### config.mk
export PLATFORM = sky130hd
export DESIGN_NAME = ddrp_io_datapath
export DESIGN_NICKNAME = d
export VERILOG_FILES = /design/src/ddrp_pkg.sv /design/src/ddrp_io_datapath.sv
export SDC_FILE = /design/constraint.sdc
export NUM_CORES = 1
export LEC_CHECK = 0
export ABC_AREA = 1
export BUFFER_PORTS_ARGS = -buffer_cell sky130_fd_sc_hd__buf_4
export CAP_MARGIN = 30
export CORE_ASPECT_RATIO = 1.2
export CORE_MARGIN = 1.5
export CORE_UTILIZATION = 55
export CTS_CLUSTER_SIZE = 20
export DETAILED_ROUTE_END_ITERATION = 16
export PLACE_DENSITY = 0.87
export SYNTH_ARGS = -nofsm -noshare
export SYNTH_HDL_FRONTEND = slang
export SYNTH_SLANG_ARGS = --single-unit
### constraint.sdc
create_clock -name ref_clk -period 2.7 [get_ports ref_clk]
set_clock_uncertainty 0.2 [all_clocks]
set_input_delay 0.135 -clock ref_clk [delete_from_list [all_inputs] [get_ports ref_clk]]
set_output_delay 0.135 -clock ref_clk [all_outputs]
set_load 0.01 [all_outputs]
### src/ddrp_pkg.sv
package ddrp_pkg;

    // apb register byte offsets
    localparam logic [7:0] CTRL_OFS   = 8'h00;  // path modes and bypasses
    localparam logic [7:0] DELAY_OFS  = 8'h04;  // delay chain settings
    localparam logic [7:0] STATUS_OFS = 8'h08;  // read-only path state

    // reset values of the software registers (all bits low at power up)
    localparam logic [31:0] CTRL_RST  = 32'h0000_0000;
    localparam logic [31:0] DELAY_RST = 32'h0000_0000;

    // control field positions
    localparam int CAP_BYP_BIT   = 0;   // bypass double-rate capture
    localparam int RSY_BYP_BIT   = 1;   // bypass input resync levels
    localparam int HALF_BYP_BIT  = 2;   // bypass input half-rate stage
    localparam int SEP_CLK_BIT   = 3;   // separate strobe / echo capture
    localparam int CAP_SEL_LSB   = 4;   // capture clock source, 2 bits
    localparam int RSY_LVL_LSB   = 6;   // resync levels used, 2 bits
    localparam int DOUT_BYP_BIT  = 8;   // direct input instead of half-rate
    localparam int OREG_BYP_BIT  = 9;   // bypass final core output register
    localparam int OHALF_BYP_BIT = 10;  // bypass output half-rate stage
    localparam int ORSY_BYP_BIT  = 11;  // bypass output resync register
    localparam int OE_BYP_BIT    = 12;  // bypass final output-enable register
    localparam int SDR_BIT       = 13;  // single data rate output
    localparam int SDR_REG_BIT   = 14;  // registered sdr output
    localparam int LVL_MODE_BIT  = 15;  // write-leveling registers in use
    localparam int WCLK_SRC_BIT  = 16;  // write clocks from leveling chain
    localparam int CHAIN_BIT     = 17;  // divider follows chain input
    localparam int STB_INV_BIT   = 18;  // invert capture strobe

    // capture clock sources
    typedef enum logic [1:0] {
        DDRP_CAP_GATED  = 2'b00,  // strobe with postamble gating
        DDRP_CAP_STROBE = 2'b01,  // strobe without gating
        DDRP_CAP_GLOBAL = 2'b10   // global clock line
    } ddrp_cap_type;

    // delay chains: out x2, in x1, oe x2, term x2, strobe in, strobe bus
    localparam int NUM_CHAINS = 9;
    localparam int DLY_BITS   = 3;   // setting width per chain
    localparam int DLY_MAX    = 7;   // deepest tap in cycles

    // captured double-rate sample pair
    typedef struct packed {
        logic rise;  // taken on rising strobe edge
        logic fall;  // taken on falling / echo edge
    } ddrp_pair_type;

    // apb slave answer
    typedef struct packed {
        logic        ready;
        logic        err;
        logic [31:0] rdata;
    } ddrp_apb_rsp_type;

endpackage

### src/ddrp_io_datapath.sv
// Notes on behaviour
// - input capture, resync, half-rate stages each bypassable
// - capture has rise, fall and align registers
// - capture shares one clock or strobe/echo pair
// - align register uses the rising capture clock
// - up to three resync levels into system
// - resync data direct or into half-rate registers
// - run-time select: direct or half-rate to core
// - output-register bypass picks mux or fourth register
// - divider serves one group, chains for wider
// - output and enable stages each bypassable
// - half-rate core data converted to full rate
// - sdr combinatorial/registered or ddr full/half rate
// - resync and leveling both on system clock
// - leveling registers only in ddr3 mode
// - data and strobe write clocks 90 degrees apart
// - enable path mirrors output path latency except in combinatorial sdr, plus oe register unless bypassed
// - nine per-pin delay chains in set counts
// - delay settings writable at run time
// - strobe input and strobe bus out delay chains
// - capture clock from gated/ungated strobe or global
// - settings power up with all bits low
`timescale 1ns/1ns
`default_nettype none

module ddrp_io_datapath #(
    parameter int HALF_W = 4  // half-rate word width (two full-rate pairs)
) (
    input  wire logic              ref_clk,
    input  wire logic              rstn,
    input  wire logic              psel,
    input  wire logic              penable,
    input  wire logic              pwrite,
    input  wire logic [7:0]        paddr,
    input  wire logic [31:0]       pwdata,
    output logic [31:0]            prdata,
    output logic                   pready,
    output logic                   pslverr,
    input  wire logic              pad_in,
    input  wire logic              strobe_in,
    input  wire logic              echo_in,
    input  wire logic              global_clk_in,
    input  wire logic              postamble_en,
    input  wire logic              chain_in,
    output logic                   chain_out,
    output logic [HALF_W-1:0]      core_rd_data,
    input  wire logic [HALF_W-1:0] core_wr_data,
    input  wire logic [1:0]        core_oe,
    input  wire logic              core_term_en,
    output logic [1:0]             pad_out,
    output logic                   pad_oe,
    output logic                   pad_term_en,
    output logic                   strobe_bus_out,
    output logic                   wclk_dq,
    output logic                   wclk_dqs
);

    // software registers
    logic [31:0]                ctrl_r;       // mode and bypass bits
    logic [31:0]                delay_r;      // delay chain settings
    ddrp_pkg::ddrp_apb_rsp_type apb_r;        // registered bus answer
    logic                       map_hit;      // address decodes
    logic [31:0]                rd_mux;       // read data select
    logic [31:0]                status;       // live state view

    // input path state
    logic                       stb_lvl;      // selected capture strobe level
    logic                       stb_d_r;      // previous strobe level
    logic                       echo_d_r;     // previous echo level
    logic                       rise_ev;      // rising capture edge
    logic                       fall_ev;      // falling capture edge
    logic                       din_dly;      // pad after input delay
    ddrp_pkg::ddrp_pair_type    pos_r;        // rise and fall capture hold
    ddrp_pkg::ddrp_pair_type    align_r;      // aligned pair
    ddrp_pkg::ddrp_pair_type    cap_out;      // capture stage output
    ddrp_pkg::ddrp_pair_type    rsy_r [3];    // resync levels
    ddrp_pkg::ddrp_pair_type    rsy_out;      // resync stage output
    logic [HALF_W-1:0]          half_r;       // half-rate collect
    logic [HALF_W-1:0]          half_out;     // half-rate stage output
    logic [HALF_W-1:0]          mux2;         // second mux toward core
    logic [HALF_W-1:0]          align4_r;     // fourth alignment register
    logic                       div_r;        // local io clock divider
    logic                       div_ph;       // divider phase in use

    // output path state
    ddrp_pkg::ddrp_pair_type    ofull;        // full-rate from half-rate
    ddrp_pkg::ddrp_pair_type    ohalf_r;      // half-rate stage register
    ddrp_pkg::ddrp_pair_type    ohalf_out;    // half-rate stage output
    ddrp_pkg::ddrp_pair_type    orsy_r;       // output resync register
    ddrp_pkg::ddrp_pair_type    orsy_out;     // output resync output
    ddrp_pkg::ddrp_pair_type    olvl_r;       // write-leveling register
    ddrp_pkg::ddrp_pair_type    olvl_out;     // leveling stage output
    logic                       oe_full;      // enable at full rate
    logic                       oe_half_r;    // enable half-rate register
    logic                       oe_half_out;  // enable half-rate output
    logic                       oe_rsy_r;     // enable resync register
    logic                       oe_rsy_out;   // enable resync output
    logic                       oe_lvl_r;     // enable leveling register
    logic                       oe_lvl_out;   // enable leveling output
    logic                       oe_reg_r;     // output-enable register
    logic                       oe_fin;       // enable before delay
    logic [1:0]                 wph_r;        // write clock phase counter

    // delay chains
    logic [ddrp_pkg::NUM_CHAINS-1:0]  dly_in;   // chain inputs
    logic [ddrp_pkg::NUM_CHAINS-1:0]  dly_out;  // chain outputs
    logic [1:0]                       pout_pre; // pad pair before delay

    // apb decode and read mux
    always_comb begin
        map_hit = 1'b1;
        rd_mux  = 32'h0000_0000;
        case (paddr)
            ddrp_pkg::CTRL_OFS:   rd_mux = ctrl_r;
            ddrp_pkg::DELAY_OFS:  rd_mux = delay_r;
            ddrp_pkg::STATUS_OFS: rd_mux = status;
            default:              map_hit = 1'b0;  // unmapped: error
        endcase
    end

    // status: capture pair, align pair, divider, write clock phase and oe state
    assign status = {24'h00_0000, oe_reg_r, wph_r, div_r,
                     align_r.rise, align_r.fall, pos_r.rise, pos_r.fall};

    // apb answer: one wait cycle, ready registered
    always_ff @(posedge ref_clk or negedge rstn) begin
        if (!rstn) begin
            apb_r <= '0;
        end else if (psel && penable && !apb_r.ready) begin
            apb_r.ready <= 1'b1;
            apb_r.err   <= ~map_hit;
            apb_r.rdata <= pwrite ? 32'h0000_0000 : rd_mux;
        end else begin
            apb_r <= '0;
        end
    end

    assign pready  = apb_r.ready;
    assign pslverr = apb_r.err;
    assign prdata  = apb_r.rdata;

    // register writes at completing edge; run-time changes allowed
    always_ff @(posedge ref_clk or negedge rstn) begin
        if (!rstn) begin
            ctrl_r  <= ddrp_pkg::CTRL_RST;
            delay_r <= ddrp_pkg::DELAY_RST;
        end else if (psel && penable && apb_r.ready && pwrite && map_hit) begin
            if (paddr == ddrp_pkg::CTRL_OFS) begin
                ctrl_r <= pwdata;
            end
            if (paddr == ddrp_pkg::DELAY_OFS) begin
                delay_r <= pwdata;
            end
        end
    end

    // capture clock source select with optional inversion
    always_comb begin
        case (ddrp_pkg::ddrp_cap_type'(ctrl_r[ddrp_pkg::CAP_SEL_LSB +: 2]))
            ddrp_pkg::DDRP_CAP_GATED:  stb_lvl = dly_out[7] & postamble_en;
            ddrp_pkg::DDRP_CAP_STROBE: stb_lvl = dly_out[7];
            ddrp_pkg::DDRP_CAP_GLOBAL: stb_lvl = global_clk_in;
            default:                   stb_lvl = global_clk_in;
        endcase
        stb_lvl = stb_lvl ^ ctrl_r[ddrp_pkg::STB_INV_BIT];
    end

    // capture edges: shared clock or strobe rise plus echo rise
    assign rise_ev = stb_lvl & ~stb_d_r;
    assign fall_ev = ctrl_r[ddrp_pkg::SEP_CLK_BIT] ? (echo_in & ~echo_d_r)
                                                   : (~stb_lvl & stb_d_r);

    // strobe history for edge detection
    always_ff @(posedge ref_clk or negedge rstn) begin
        if (!rstn) begin
            stb_d_r  <= 1'b0;
            echo_d_r <= 1'b0;
        end else begin
            stb_d_r  <= stb_lvl;
            echo_d_r <= echo_in;
        end
    end

    // double-rate capture: rise reg, fall reg, align on rise clock
    always_ff @(posedge ref_clk or negedge rstn) begin
        if (!rstn) begin
            pos_r   <= '0;
            align_r <= '0;
        end else begin
            if (rise_ev) begin
                pos_r.rise <= din_dly;
                align_r    <= pos_r;
            end
            if (fall_ev) begin
                pos_r.fall <= din_dly;
            end
        end
    end

    // capture stage bypass passes pad straight through
    assign cap_out = ctrl_r[ddrp_pkg::CAP_BYP_BIT] ? {din_dly, din_dly}
                                                   : align_r;

    // resync levels into the system domain
    always_ff @(posedge ref_clk or negedge rstn) begin
        if (!rstn) begin
            rsy_r[0] <= '0;
            rsy_r[1] <= '0;
            rsy_r[2] <= '0;
        end else begin
            rsy_r[0] <= cap_out;
            rsy_r[1] <= rsy_r[0];
            rsy_r[2] <= rsy_r[1];
        end
    end

    // level count: 0 means bypass, 1..3 taps the chain
    always_comb begin
        if (ctrl_r[ddrp_pkg::RSY_BYP_BIT]) begin
            rsy_out = cap_out;
        end else begin
            case (ctrl_r[ddrp_pkg::RSY_LVL_LSB +: 2])
                2'h0:    rsy_out = cap_out;
                2'h1:    rsy_out = rsy_r[0];
                2'h2:    rsy_out = rsy_r[1];
                2'h3:    rsy_out = rsy_r[2];
                default: rsy_out = rsy_r[2];
            endcase
        end
    end

    // io clock divider; chained followers take neighbour phase
    assign div_ph = ctrl_r[ddrp_pkg::CHAIN_BIT] ? chain_in : div_r;

    always_ff @(posedge ref_clk or negedge rstn) begin
        if (!rstn) begin
            div_r     <= 1'b0;
            chain_out <= 1'b0;
        end else begin
            div_r     <= ~div_ph;
            chain_out <= ~div_ph;
        end
    end

    // half-rate conversion on divided clock phase
    always_ff @(posedge ref_clk or negedge rstn) begin
        if (!rstn) begin
            half_r <= '0;
        end else if (div_ph) begin
            half_r[3:2] <= rsy_out;
        end else begin
            half_r[1:0] <= rsy_out;
        end
    end

    assign half_out = ctrl_r[ddrp_pkg::HALF_BYP_BIT] ? {rsy_out, rsy_out}
                                                     : half_r;

    // second mux: direct input or half-rate word
    assign mux2 = ctrl_r[ddrp_pkg::DOUT_BYP_BIT] ? {rsy_out, rsy_out}
                                                 : half_out;

    // fourth alignment register and final core output select
    always_ff @(posedge ref_clk or negedge rstn) begin
        if (!rstn) begin
            align4_r     <= '0;
            core_rd_data <= '0;
        end else begin
            align4_r     <= mux2;
            core_rd_data <= ctrl_r[ddrp_pkg::OREG_BYP_BIT] ? mux2 : align4_r;
        end
    end

    // output path: half-rate word to full-rate pair by divider phase
    assign ofull = div_ph ? core_wr_data[3:2] : core_wr_data[1:0];
    assign oe_full = div_ph ? core_oe[1] : core_oe[0];

    // output half-rate, resync and leveling registers with enable mirror
    always_ff @(posedge ref_clk or negedge rstn) begin
        if (!rstn) begin
            ohalf_r   <= '0;
            orsy_r    <= '0;
            olvl_r    <= '0;
            oe_half_r <= 1'b0;
            oe_rsy_r  <= 1'b0;
            oe_lvl_r  <= 1'b0;
            oe_reg_r  <= 1'b0;
        end else begin
            ohalf_r   <= ofull;
            orsy_r    <= ohalf_out;
            olvl_r    <= orsy_out;
            oe_half_r <= oe_full;
            oe_rsy_r  <= oe_half_out;
            oe_lvl_r  <= oe_rsy_out;
            oe_reg_r  <= oe_lvl_out;
        end
    end

    // per-stage bypasses; same bits steer data and enable, except OE_BYP_BIT which steers only the enable
    assign ohalf_out   = ctrl_r[ddrp_pkg::OHALF_BYP_BIT] ? ofull : ohalf_r;
    assign oe_half_out = ctrl_r[ddrp_pkg::OHALF_BYP_BIT] ? oe_full : oe_half_r;
    assign orsy_out    = ctrl_r[ddrp_pkg::ORSY_BYP_BIT] ? ohalf_out : orsy_r;
    assign oe_rsy_out  = ctrl_r[ddrp_pkg::ORSY_BYP_BIT] ? oe_half_out : oe_rsy_r;
    assign olvl_out    = ctrl_r[ddrp_pkg::LVL_MODE_BIT] ? olvl_r : orsy_out;
    assign oe_lvl_out  = ctrl_r[ddrp_pkg::LVL_MODE_BIT] ? oe_lvl_r : oe_rsy_out;
    assign oe_fin      = ctrl_r[ddrp_pkg::OE_BYP_BIT] ? oe_lvl_out : oe_reg_r;

    // sdr: both halves carry registered rise bit or raw core_wr_data[0]; else ddr pair
    always_comb begin
        if (!ctrl_r[ddrp_pkg::SDR_BIT]) begin
            pout_pre = olvl_out;
        end else if (ctrl_r[ddrp_pkg::SDR_REG_BIT]) begin
            pout_pre = {olvl_out.rise, olvl_out.rise};
        end else begin
            pout_pre = {core_wr_data[0], core_wr_data[0]};
        end
    end

    // delay chain inputs: out x2 series, in, oe x2, term x2, strobe x2
    assign dly_in[0] = pout_pre[1];
    assign dly_in[1] = dly_out[0];
    assign dly_in[2] = pad_in;
    assign dly_in[3] = oe_fin;
    assign dly_in[4] = dly_out[3];
    assign dly_in[5] = core_term_en;
    assign dly_in[6] = dly_out[5];
    assign dly_in[7] = strobe_in;
    assign dly_in[8] = dly_out[7];
    assign din_dly   = dly_out[2];

    // one tapped delay line per chain, setting from delay register
    generate
        for (genvar c = 0; c < ddrp_pkg::NUM_CHAINS; c++) begin : g_dly
            logic [ddrp_pkg::DLY_MAX-1:0] line_r;   // tap history
            logic [ddrp_pkg::DLY_BITS-1:0] sel;     // chosen tap
            assign sel = delay_r[c*ddrp_pkg::DLY_BITS +: ddrp_pkg::DLY_BITS];
            // shift the chain input down the line
            always_ff @(posedge ref_clk or negedge rstn) begin
                if (!rstn) begin
                    line_r <= '0;
                end else begin
                    line_r <= {line_r[ddrp_pkg::DLY_MAX-2:0], dly_in[c]};
                end
            end
            // setting zero is no delay, n is n cycles
            assign dly_out[c] = (sel == 3'h0) ? dly_in[c] : line_r[sel - 3'h1];
        end
    endgenerate

    // pad side registers; only the rise half of the output pair is delayed
    always_ff @(posedge ref_clk or negedge rstn) begin
        if (!rstn) begin
            pad_out        <= 2'h0;
            pad_oe         <= 1'b0;
            pad_term_en    <= 1'b0;
            strobe_bus_out <= 1'b0;
        end else begin
            pad_out        <= {dly_out[1], pout_pre[0]};
            pad_oe         <= dly_out[4];
            pad_term_en    <= dly_out[6];
            strobe_bus_out <= dly_out[8];
        end
    end

    // write clocks: quarter-phase counter gives 90 degree offset
    always_ff @(posedge ref_clk or negedge rstn) begin
        if (!rstn) begin
            wph_r    <= 2'h0;
            wclk_dqs <= 1'b0;
            wclk_dq  <= 1'b0;
        end else begin
            wph_r    <= wph_r + 2'h1;
            // leveling source shifts both clocks by one extra step
            if (ctrl_r[ddrp_pkg::WCLK_SRC_BIT]) begin
                wclk_dqs <= wph_r[1] ^ wph_r[0];
                wclk_dq  <= ~wph_r[1];
            end else begin
                wclk_dqs <= wph_r[1];
                wclk_dq  <= wph_r[1] ^ wph_r[0];
            end
        end
    end

endmodule

`default_nettype wire

**Word level (Yosys, flattened, before mapping)**

Index checks and enable logic that the tools add are counted.

- Bits in registers: 205
- Output and inout bits: 46

- Reduce and logical (&&, ||, !) cells: 21
- Muxes and demuxes: 53
- Bitwise gates (word level): 12
- Magnitude comparators: 9
- Equal/unequal tests: 6
- Add/subtract/negate cells: 10

Operator list:

| operator | number |
|---|---|
| 32-bit case mux with 3 select lines | 1 |
| 3-bit by 4-bit less-than comparator with 1-bit output (second input constant) | 9 |
| 34-bit two-way mux | 1 |
| 32-bit two-way mux | 1 |
| 1-bit two-way mux | 28 |
| 1-bit binary-select mux with 3-bit select | 9 |
| 3-bit zero test | 9 |
| 3-bit by 1-bit subtractor with 3-bit output (second input constant) | 9 |
| 2-bit two-way mux | 8 |
| 4-bit two-way mux | 3 |
| 8-bit by 3-bit == test with 1-bit output (second input constant) | 1 |
| 8-bit by 4-bit == test with 1-bit output (second input constant) | 1 |
| 8-bit zero test | 1 |
| 2-bit case mux with 4 select lines | 1 |
| 1-bit NOT | 6 |
| 1-bit logical AND | 5 |
| 1-bit AND | 4 |
| 2-bit by 1-bit == test with 1-bit output (second input constant) | 2 |
| 2-bit == test (second input constant) | 2 |
| 2-bit zero test | 2 |
| 2-bit AND reduction | 2 |
| 3-bit OR reduction | 1 |
| 2-bit by 1-bit adder with 2-bit output (second input constant) | 1 |
| 1-bit case mux with 2 select lines | 1 |
| other kinds (2) | 3 |

**Logic depth before layout (Yosys ltp)**

Gate-level depths: netlist of the first run.

- Word-level depth: 10
- Depth in mapped cells: 16
- Depth with buffers taken out: 15

**Worst setup path after synthesis of the first run**

Ideal clock, no wire load.

- Kind: register to register
- From: reg delay_r[21]
- To: reg align_r[0] in the netlist's numbering
- Path buffers: 1
- Slack: 797 ps
- Stages on the path, launching flop included: 16
- Library setup time: 117 ps
- Data arrival time: 1586 ps
- Cell sequence: dfrtp_1 > buf_6 > inv_1 > ha_1 > nand3b_1 > nand3_1 > nand2_1 > nand3_2 > nand2_4 > nand2_4 > nand2_1 > nand2_2 > nand2_4 > nand2_4 > nand2_1 > nand2_1

- Cells in the longest elaborated chain, start to end: 8

Ends and longest elaborated chain:

| item | line | text |
|---|---|---|
| from (decl) | ddrp_io_datapath.sv:60 | `logic [31:0] delay_r;` |
| from (signal assigned) | ddrp_io_datapath.sv:146 | `delay_r <= ddrp_pkg::DELAY_RST;` |
| from (signal assigned) | ddrp_io_datapath.sv:152 | `delay_r <= pwdata;` |
| 3-bit by 1-bit subtractor with 3-bit output | ddrp_io_datapath.sv:346 | `assign dly_out[c] = (sel == 3'h0) ? dly_in[c] : line_r[sel - 3'h1];` |
| 1-bit binary-select mux with 3-bit select | ddrp_io_datapath.sv:346 |  |
| 1-bit two-way mux (not written as such) | ddrp_io_datapath.sv:346 |  |
| 1-bit two-way mux (*) | ddrp_io_datapath.sv:346 |  |
| net dly_in, one bit | ddrp_io_datapath.sv:105 | `logic [ddrp_pkg::NUM_CHAINS-1:0] dly_in;` |
| 1-bit AND | ddrp_io_datapath.sv:160 | `ddrp_pkg::DDRP_CAP_GATED: stb_lvl = dly_out[7] & postamble_en;` |
| 1-bit case mux with 2 select lines (*) | ddrp_io_datapath.sv:159 | `case (ddrp_pkg::ddrp_cap_type'(ctrl_r[ddrp_pkg::CAP_SEL_LSB +: 2]))` |
| 1-bit bitwise XOR (*) | ddrp_io_datapath.sv:165 | `stb_lvl = stb_lvl ^ ctrl_r[ddrp_pkg::STB_INV_BIT];` |
| net stb_lvl | ddrp_io_datapath.sv:67 | `logic stb_lvl;` |
| 1-bit AND (*) | ddrp_io_datapath.sv:169 | `assign rise_ev = stb_lvl & ~stb_d_r;` |
| to (signal assigned) | ddrp_io_datapath.sv:192 | `align_r <= pos_r;` |
| to (decl) | ddrp_io_datapath.sv:74 | `ddrp_pkg::ddrp_pair_type align_r;` |

Mark *: on every way through the listed nets, which the timed path passes. The rest lies on a longest branch. The select of a mux whose other input is x is not followed.
A chain may end at the register's enable or synchronous reset.

**Worst setup path after layout of the first run**

- From: reg ctrl_r[17]
- To: reg pad_oe

- Cells in the longest elaborated chain, start to end: 8

Ends and longest elaborated chain:

| item | line | text |
|---|---|---|
| from (decl) | ddrp_io_datapath.sv:59 | `logic [31:0] ctrl_r;` |
| from (signal assigned) | ddrp_io_datapath.sv:145 | `ctrl_r <= ddrp_pkg::CTRL_RST;` |
| from (signal assigned) | ddrp_io_datapath.sv:149 | `ctrl_r <= pwdata;` |
| 1-bit two-way mux | ddrp_io_datapath.sv:233 | `assign div_ph = ctrl_r[ddrp_pkg::CHAIN_BIT] ? chain_in : div_r;` |
| 1-bit two-way mux | ddrp_io_datapath.sv:276 | `assign oe_full = div_ph ? core_oe[1] : core_oe[0];` |
| 1-bit two-way mux | ddrp_io_datapath.sv:301 | `assign oe_half_out = ctrl_r[ddrp_pkg::OHALF_BYP_BIT] ? oe_full : oe_half_r;` |
| 1-bit two-way mux | ddrp_io_datapath.sv:303 | `assign oe_rsy_out = ctrl_r[ddrp_pkg::ORSY_BYP_BIT] ? oe_half_out : oe_rsy_r;` |
| 1-bit two-way mux | ddrp_io_datapath.sv:305 | `assign oe_lvl_out = ctrl_r[ddrp_pkg::LVL_MODE_BIT] ? oe_lvl_r : oe_rsy_out;` |
| 1-bit two-way mux | ddrp_io_datapath.sv:306 | `assign oe_fin = ctrl_r[ddrp_pkg::OE_BYP_BIT] ? oe_lvl_out : oe_reg_r;` |
| 1-bit two-way mux (2 in series) | ddrp_io_datapath.sv:346 |  |
| net dly_out, one bit | ddrp_io_datapath.sv:106 | `logic [ddrp_pkg::NUM_CHAINS-1:0] dly_out;` |
| to (signal assigned) | ddrp_io_datapath.sv:359 | `pad_oe <= dly_out[4];` |
| to (decl) | ddrp_io_datapath.sv:51 | `output logic pad_oe,` |

The timed path passes the listed nets, and every way through them passes these cells.

==> results of run 1 <==
## critical path: stages, from the launching register on
cell and delay [ns]:
dfrtp_1 0.49, inv_2 0.07, nand2_2 0.10, nand2_4 0.09
inv_4 0.12, nand2_2 0.06, o21ai_2 0.06, dlygate4sd3_1 0.62
nand2_2 0.08, nand3_2 0.08, nand3_2 0.08, nand3_2 0.08
nand3_1 0.09, nand3_1 0.08, nand2_1 0.06
## worst min-delay path by stage
stage	cells past startpoint	slack (ns)	start	endpoint
detailed placement	1	-0.007	rstn	g_dly[4].line_r[2]
floorplan	0	-0.36	rstn	align4_r[0]
global placement	1	-0.003	rstn	g_dly[4].line_r[4]
finish	2	0.007	rstn	pad_out[0]
CTS	4	0.006	pwrite	prdata[12]
global route	4	0.08	pwrite	prdata[9]
## kinds of logic after synthesis
| logic type | count (synthesis) | share of synthesized area |
|---|---|---|
| flip-flops | 205 | 0.6158 |
| AND/OR/NAND/NOR | 334 | 0.1787 |
| adder cells (fa/ha/maj) | 18 | 0.02704 |
| buffers and inverters | 130 | 0.06218 |
| XOR/XNOR | 10 | 0.01051 |
| AO/OA/AOI/OAI | 159 | 0.1057 |
## metal layers
layer	up-vias	track usage
li1	3083	-
met1	3356	0.3549
met2	362	0.4721
met3	81	0.03432
met4	0	0.1516
met5	-	0
## through the flow
step / total power, uW / hold WS, ns / util
after floorplan: 3526 / -0.3606 / -
after global placement: 3755 / -0.002893 / 0.6281
after detailed placement: 3773 / -0.006649 / 0.6281
after CTS: 6822 / 0.006130 / 0.7109
after global routing: 7007 / 0.07794 / 0.7111
final: 6812 / 0.007460 / 0.7111
## cell usage in the layout (no fill, tap or decap), drive strengths merged, types with 3 or more instances in the layout
master       netlist  routed
a21oi             28      28
a22oi              9       9
buf               16     113
bufinv             0       3
clkbuf             8      29
clkinv             1       4
dfrtp            205     205
dlygate4sd3        0      52
ha                18      18
inv              105     106
nand2            222     222
nand3             43      43
nand3b             4       4
nand4              4       4
nor2              51      51
o21ai            102     102
o221ai             8       8
o22ai              5       5
or2                6       6
xnor2              7       7
xor2               3       3
## flip-flops by register name, indices dropped and copies added (netlist names), 4 cells and up
register      flops
g_dly.line_r     63
ctrl_r           32
rsy_r             6
prdata           32
align4_r          4
half_r            4
core_rd_data      4
delay_r          32
## layout make-up
cell class / instances / area (um2) / area share
clock inverters: 8 / 121.4 / 0.01146
inverters: 106 / 400.4 / 0.03779
clock buffers: 28 / 591.8 / 0.05586
well taps: 204 / 255.2 / 0.02409
repair buffers: 166 / 1408 / 0.1329
diodes: 1 / 2.502 / 0.0002362
flip-flops and latches: 205 / 5130 / 0.4842
multi-input cells: 521 / 2685 / 0.2535
## report_power, final
| group | total [uW] | internal, uW | leakage, uW | switching [uW] |
|---|---|---|---|---|
| Clock | 3010 | 1820 | 0.000350 | 1190 |
| Combinational | 472 | 214 | 0.00211 | 258 |
| Sequential | 3330 | 3240 | 0.00264 | 89.6 |
| Total | 6810 | 5280 | 0.00510 | 1530 |
==> key figures, run 1 <==
Status
  – Status: completed

Die
  – Row count: 49
  – Core Region: 14900 um2
  – Initial Util: 0.5592
  – Die ar.: about 16000 um2
  – Top Ports: 104
  – Horiz. Die Dim: 115.3 um
  – Die height: 137.8 um

Place
  – Gpl congestion: around 0.86
  – Port Buffer Count: 103
  – Placed cells: 1150
  – Placed inst area: 9358 um2
  – DPL Wire Length: 13.06 mm
  – Pre-CTS setup slack: 0.4855 ns

Logic synthesis
  – Number of synthesized flops with an enable pin: 0
  – Post-synth top area share: 0.6158
  – Count leader, synth: nand2_1
  – Main synth FF type: dfrtp_1
  – Unique masters post-synth: 38
  – Synth cell count leaders: nand2_1 (206), dfrtp_1 (205), inv_1 (101)
  – Syn Nets: just over 900
  – Sequential fraction of the synthesis area: 0.6158
  – Synth Area per Inst: 9.732 um2
  – Post-synth ARST share: 1.000
  – Synthesized cell area: 8330 um2
  – Post-Synthesis Cells: approximately 860
  – Ys Warns: 0
  – Cell types occupying the most area after synthesis: dfrtp_1 (62%), nand2_1 (9.3%), inv_1 (4.6%)
  – Post-synthesis register bit count: 205
  – Largest area contributor in the netlist: dfrtp_1

Cells and area
  – Finished Cell Area: 10590 um2
  – Fill cell count: 955
  – Synth-to-Final Area Change: 27.17%
  – Nets: 1097
  – Non-filler instance count after layout: about 1200
  – Proportion of layout cells with a drive suffix above 1: 0.1818

STA
  – Slew headroom: 0.5722
  – Measured slew at the worst slew-check pin: between 0.6 and 0.7 ns
  – RSZ-0062 raised after global routing: false
  – Final setup viols: 0
  – F_max: 399.7 MHz
  – Post-Route Setup TNS: 0 ns
  – Tcrit/Tclk final: 0.9267
  – Final-report max-slew violation count: 0
  – Setup ws final: about 0.2 ns
  – Crit path time final: 2.502 ns
  – Final count of hold timing violations: 0

Hold path
  – Min-delay worst type: primary input to async pin

Global routing
  – Largest net degree at the start of global routing: 77
  – Remaining Overflow, GRT: 0
  – Antenna violations before repair: 1
  – Vias in the first global route: 6815
  – Global-route usage over all layers: 0.2805
  – First-pass GRT wire length: 34.31 mm

Setup path
  – End point of the critical path: pad_oe
  – Crit path DAT: 2.68 ns
  – Launch point of the worst path: ctrl_r[17]
  – Worst R2R Path Depth: 14
  – Reg2reg start: ctrl_r[17]
  – CP Launch Type: flip-flop
  – Worst flop-to-flop path endpoint: pad_oe
  – Max FO, Critical Path: 8
  – R2r setup slk: 0.20 ns
  – Element type at the critical path end: flip-flop
  – WP data required: 2.88 ns
  – Critical path class: flip-flop to flip-flop

Clocking
  – Clk sinks: 205
  – Max clock buf depth: 3
  – CTS Buf Count: 21
  – TritonCTS clock tree: built
  – Clock transition at path regs: 0.06 ns
  – Cts hold-fix bufs: 52
  – CTS resizes: 0
  – Root Driver: clkbuf_16
  – Htree depth: 1
  – Worst skew pair latency: 0.50 ns
  – Setup Buffers After CTS: 0

Route
  – WL met2: 10.96 mm
  – Wire length per cell: approximately 17 um
  – DRT antenna net count: 0
  – Top Metal Used: met4
  – Met3 wire length: 1.310 mm
  – Via Count: between 6000 and 7000
  – DRT Pass-1 Iters: 6
  – First DRT Iteration DRCs: 740
  – WL final: 21.64 mm
  – Wl on met1: between 8 and 9 mm
  – # DRC: 0
  – Vias per cell: 5.554

Power
  – PD cells: 643.0 nW/um2
  – LEAKAGE: 0.005101 uW
  – VDD IR-drop max: 0.4377 mV

Run
  – Max cap viols: 0
(Power assumes the default switching activity.)
==> inputs of run 2 (changes only) <==
RECOVER_POWER = 100   (was unset)
==> run 2 against run 1 <==
- the run now ends with capacitance limit, slew limit left
- hold slack better by 0.050 ns
- via count is 0.22% higher
- sequential power about the same
- clock power about the same
- register-to-register slack hardly changed
- total power shrank 0.48%
- critical path depth down 6
- flip-flop and latch count stayed put
- non-clock buffer count unchanged
- design area fell by 2.3%
- global-route usage is the same
==> key figures, run 2 (same netlist as run 1, synthesis figures left out) <==
STA
  – Tcrit/Tclk final: 0.9513
  – F_max: 389.3 MHz
  – Slew headroom: -0.2435
  – Final setup viols: 0
  – Crit path time final: 2.569 ns
  – Final-report max-slew violation count: 76
  – Post-Route Setup TNS: 0 ns
  – Measured slew at the worst slew-check pin: about 1.9 ns
  – Final count of hold timing violations: 0
  – RSZ-0062 raised after global routing: false

Route
  – Wire length per cell: 17.42 um
  – Via Count: 6897
  – Vias per cell: 5.567
  – First DRT Iteration DRCs: 750
  – # DRC: 0
  – WL final: 21.58 mm
  – DRT antenna net count: 0
  – DRT Pass-1 Iters: 6

Power
  – LEAKAGE: between 0.004 and 0.005 uW
  – Pint: 5254 uW
  – Clock power share: 0.444
  – Switching share of power: 0.2249
  – PD cells: approximately 660 nW/um2
  – VDD IR-drop max: 0.4348 mV
  – Switch Pwr: 1525 uW
  – Comb power frac: 0.065
  – Sequential share of power: 0.491

Setup path
  – CP delay by family, top: buffers and inverters
  – Crit path DAT: ~2.7 ns
  – Slowest-stage cell, CP: clkbuf_1
  – Max FO, Critical Path: 13
  – Critical path class: primary input to flip-flop
  – Crit-path cells: dlygate4sd3_1, clkbuf_4, nand2_1, dlygate4sd3_1, nor2_1, nand3b_1, clkbuf_1, a21oi_1
  – CP peak stage delay: 0.66 ns
  – CP Launch Type: primary input
  – WP data required: 2.82 ns
  – Buf/Inv on CP: 4
  – Most Frequent Cell on Critical Path: dlygate4sd3_1
  – R2r setup slk: 0.20 ns
  – Element type at the critical path end: flip-flop

Die
  – Die ar.: 15900 um2
  – Core Region: 14900 um2
  – Die height: about 140 um
  – Row count: 49
  – Initial Util: 0.5592
  – Horiz. Die Dim: 115.3 um
  – Top Ports: 104

Status
  – Status: finished, violations left
  – Failing checks: capacitance limit, slew limit

Cells and area
  – Top reg by flops: g_dly.line_r
  – Proportion of layout cells with a drive suffix above 1: 0.1219
  – Nets: about 1100
  – Most frequent cells in the layout: nand2_1 (209), dfrtp_1 (205), inv_1 (103)
  – Synth-to-Final Area Change: 24.20%
  – Commonest non-fill, non-tap cell in the layout: nand2_1
  – Non-filler instance count after layout: between 1000 and 1500
  – Largest register FFs: 63

Global routing
  – Largest net degree at the start of global routing: 77
  – Remaining Overflow, GRT: 0
  – Global-route usage over all layers: 0.2805
  – First-pass GRT wire length: 34.31 mm
  – Antenna violations before repair: 1
  – Vias in the first global route: 6815

Clocking
  – Setup Buffers After CTS: 0
  – CTS resizes: 0
  – Htree depth: 1
  – Root Driver: clkbuf_16
  – Max clock buf depth: 3
  – Worst skew pair latency: 0.50 ns
  – Clock transition at path regs: 0.06 ns
  – CTS Buf Count: 21
  – Clk sinks: 205
  – TritonCTS clock tree: built
  – Cts hold-fix bufs: 52

Place
  – Gpl congestion: 0.8578
  – Port Buffer Count: 103
  – Placed cells: 1150
  – DPL Wire Length: about 13 mm

Hold path
  – Min-delay worst type: primary input to flip-flop

Run
  – Max cap viols: 1
## run 2: worst paths after layout
check	from	end	depth (start not counted)
min in group asynchronous	rstn	ohalf_r[1]	2
worst min register to register	g_dly[3].line_r[1]	g_dly[3].line_r[2]	0
worst max-delay path	penable	prdata[8]	8
worst max register to register	ctrl_r[17]	g_dly[4].line_r[0]	13
max in group asynchronous	rstn	g_dly[1].line_r[6]	3
worst min-delay path	paddr[2]	prdata[29]	5
## run 2: tightest hold or removal path, cell delays in order
cell and delay [ns]:
buf_4 0.11, nor3_4 0.04, buf_4 0.24, nand2_1 0.10, a21oi_1 0.05
## run 2: stage by stage
| stage | setup WS, ns | utilization | total power [uW] | hold slack [ns] | area (um2) |
|---|---|---|---|---|---|
| global placement | 0.6728 | 0.6281 | 3755 | -0.002893 | 9358 |
| global route | 0.03982 | 0.6945 | 6978 | 0.08396 | 10350 |
| finish | 0.1314 | 0.6945 | 6779 | 0.05765 | 10350 |
| floorplan | 0.7971 | - | 3526 | -0.3606 | 8330 |
| detailed placement | 0.4855 | 0.6281 | 3773 | -0.006649 | 9358 |
| CTS | 0.2421 | 0.7109 | 6822 | 0.006130 | 10590 |
## run 2: power groups by stage
stage / Sequential (uW) / Clock, uW / Combinational, uW
after CTS: 3320 / 3030 / 465
final: 3330 / 3010 / 442
after global placement: 3370 / 0 / 382
after global routing: 3340 / 3150 / 491
after floorplan: 3360 / 0 / 164
after detailed placement: 3380 / 0 / 396
## run 2: area by class of cell
class / instances / area, um2
Antenna cell: 1 / 2.502
Clock buffer: 28 / 591.8
Clock inverter: 8 / 121.4
Fill cell: 1036 / 4552
Inverter: 106 / 400.4
Multi-Input combinational cell: 521 / 2635
Sequential cell: 205 / 5130
Tap cell: 204 / 255.2
Timing Repair Buffer: 166 / 1210
## run 2: routing by layer
metal  global-route usage  share of wire
met5                    0              0
met2               0.4721           0.50
met3              0.03432          0.067
met1               0.3549           0.38
met4               0.1516          0.052
==> inputs of run 3 (changes only) <==
clock period = 3.1 ns   (was 2.7 ns; I/O delays follow)
==> run 3 against run 2 <==
- design area shrank 1.2%
- die area is the same
- sequential share of layout area grew 0.58 points
- highest routed layer unchanged
- critical path depth grew 3
- global-route usage shrank 2.0 points
- sequential power shrank 13%
- setup slack gained 0.021 ns
- the flow still finishes with violations (capacitance limit, slew limit)
- first-iteration DRC count shrank 28%
- count of clock-buffer cells in the layout grew 1
- hold slack gained 0.041 ns
==> key figures, run 3 (same netlist as run 1, synthesis figures left out) <==
Status
  – Status: finished, violations left
  – Failing checks: capacitance limit, slew limit

Die
  – Core Region: 14900 um2
  – Top Ports: 104
  – Row count: 49
  – Die ar.: 15900 um2
  – Horiz. Die Dim: 115.3 um
  – Initial Util: 0.5592
  – Die height: 137.8 um

Route
  – Vias per cell: ~5.4
  – Wl on met1: 7.807 mm
  – DRT antenna net count: 0
  – Top Metal Used: met4
  – WL met2: 10.07 mm
  – # DRC: 0
  – Met3 wire length: 1.426 mm
  – DRT Pass-1 Iters: 5
  – First DRT Iteration DRCs: ~540
  – Via Count: 6660
  – WL final: 20.10 mm
  – Wire length per cell: ~16 um

Cells and area
  – Finished Cell Area: approximately 10000 um2
  – Most frequent cells in the layout: nand2_1 (211), dfrtp_1 (205), inv_1 (103)
  – Nets: 1093
  – Commonest non-fill, non-tap cell in the layout: nand2_1
  – Top reg by flops: g_dly.line_r
  – Proportion of layout cells with a drive suffix above 1: 0.1099
  – Synth-to-Final Area Change: 22.76%
  – Largest register FFs: 63

Global routing
  – Vias in the first global route: 6715
  – Largest net degree at the start of global routing: 100
  – Remaining Overflow, GRT: 0
  – Global-route usage over all layers: 0.2606
  – Antenna violations before repair: 1
  – First-pass GRT wire length: 32.19 mm

Place
  – Port Buffer Count: 103
  – Gpl congestion: 0.8759
  – Placed inst area: 9335 um2
  – DPL Wire Length: ~12 mm

STA
  – Slew headroom: -0.4532
  – Measured slew at the worst slew-check pin: 2.180 ns
  – Hold slack: 0.09862 ns
  – Final-report max-slew violation count: just under 100
  – Post-Route Setup TNS: 0 ns
  – Tcrit/Tclk final: 0.9508
  – F_max: 339.3 MHz
  – Crit path time final: slightly below 3 ns
  – Final setup viols: 0
  – Final count of hold timing violations: 0
  – RSZ-0062 raised after global routing: false

Setup path
  – Buf/Inv on CP: 3
  – Most Frequent Cell on Critical Path: nand2_1
  – Crit path depth: 11
  – Crit-path cells: inv_1, nand2_2, nand2_4, nand2_1, dlygate4sd3_1, nand2_1, dlygate4sd3_1, nand2_1, a31oi_1, nor2_1, o21ai_0
  – WP data required: 3.28 ns
  – CP delay by family, top: buffers and inverters
  – R2r setup slk: 0.15 ns
  – Worst R2R Path Depth: 11
  – Slowest-stage cell, CP: dlygate4sd3_1
  – Crit path DAT: 3.13 ns
  – Reg2reg start: ctrl_r[17]
  – CP Launch Type: flip-flop
  – Element type at the critical path end: flip-flop
  – Worst flop-to-flop path endpoint: pad_out[0]
  – CP peak stage delay: 0.61 ns
  – Critical path class: flip-flop to flip-flop
  – Max FO, Critical Path: 6

Clocking
  – Clock transition at path regs: around 0.06 ns
  – Clk sinks: 205
  – Worst skew pair latency: 0.49 ns
  – TritonCTS clock tree: built
  – Max clock buf depth: 3
  – Root Driver: clkbuf_16
  – CTS Buf Count: 20
  – Htree depth: 1

Hold path
  – Min-delay worst type: primary input to flip-flop
  – Min-Delay Path Depth: 5
  – Min-delay src: paddr[0]
  – Hold EP: pslverr

Power
  – PD cells: 551.8 nW/um2
  – LEAKAGE: 0.004815 uW
  – VDD IR-drop max: 0.3896 mV

Run
  – Max cap viols: 1
[run 3: cell types whose count changed in the layout (fill, tap and decap cells not counted), moves of 2 or more]
cell       delta
buf_4         -5
bufinv_16     -2
clkbuf_1      +3
nand2_1       +2
[run 3: routing by layer]
layer	vias to the layer above	GRT usage
met2	316	0.4320
met1	3219	0.3380
li1	3062	-
met3	63	0.04092
met4	0	0.1214
met5	-	0
[run 3: layout make-up]
cell class / instances / area (um2)
clock buffer: 29 / 595.6
sequential: 205 / 5130
multi-input combinational: 521 / 2619
clock inverter: 4 / 45.04
fill: 1080 / 4672
timing repair buffer: 163 / 1180
tap: 204 / 255.2
antenna: 1 / 2.502
inverter: 106 / 399.1
[run 3: how the worst max path moves through the flow]
stage | start | to | slack, ns
after floorplan | delay_r[21] | align_r[0] | 1.20
after global placement | delay_r[21] | align_r[1] | 0.99
after detailed placement | delay_r[21] | align_r[1] | 0.88
after CTS | ctrl_r[17] | pad_out[0] | 0.39
after global routing | ctrl_r[17] | pad_out[0] | 0.07
final | ctrl_r[17] | pad_out[0] | 0.15
[run 3: power breakdown]
group          internal (uW)  switching, uW  leakage (uW)
registers               2820           75.1       0.00264
clock network           1410            960      0.000318
logic                    165            211       0.00185
total                   4400           1250       0.00482
[run 3: stage by stage]
stage / worst slack, ns / util / std cells / power, uW
6_report: 0.1524 / 0.6864 / 1233 / 5643
5_1_grt: 0.07202 / 0.6864 / 1233 / 5834
4_1_cts: 0.3915 / 0.7045 / 1232 / 5692
3_5_place_dp: 0.8827 / 0.6266 / 1147 / 3282
3_3_place_gp: 0.9867 / 0.6266 / 1147 / 3268
2_1_floorplan: 1.197 / - / 856 / 3071
[run 3: timing repair]
action | 4_1_cts | 5_1_grt
endpoints found under the hold margin | 195 | 0
hold buffers | 52 | 0
buffers inserted | 0 | 0
resized for setup | 0 | 0
[run 3: worst reg2reg max path, stage by stage (launching register included)]
cell           delay (ns)
dfrtp_1              0.47
inv_1                0.13
nand2_2              0.09
nand2_4              0.09
nand2_1              0.05
dlygate4sd3_1        0.55
nand2_1              0.07
dlygate4sd3_1        0.61
nand2_1              0.11
a31oi_1              0.21
nor2_1               0.06
o21ai_0              0.22
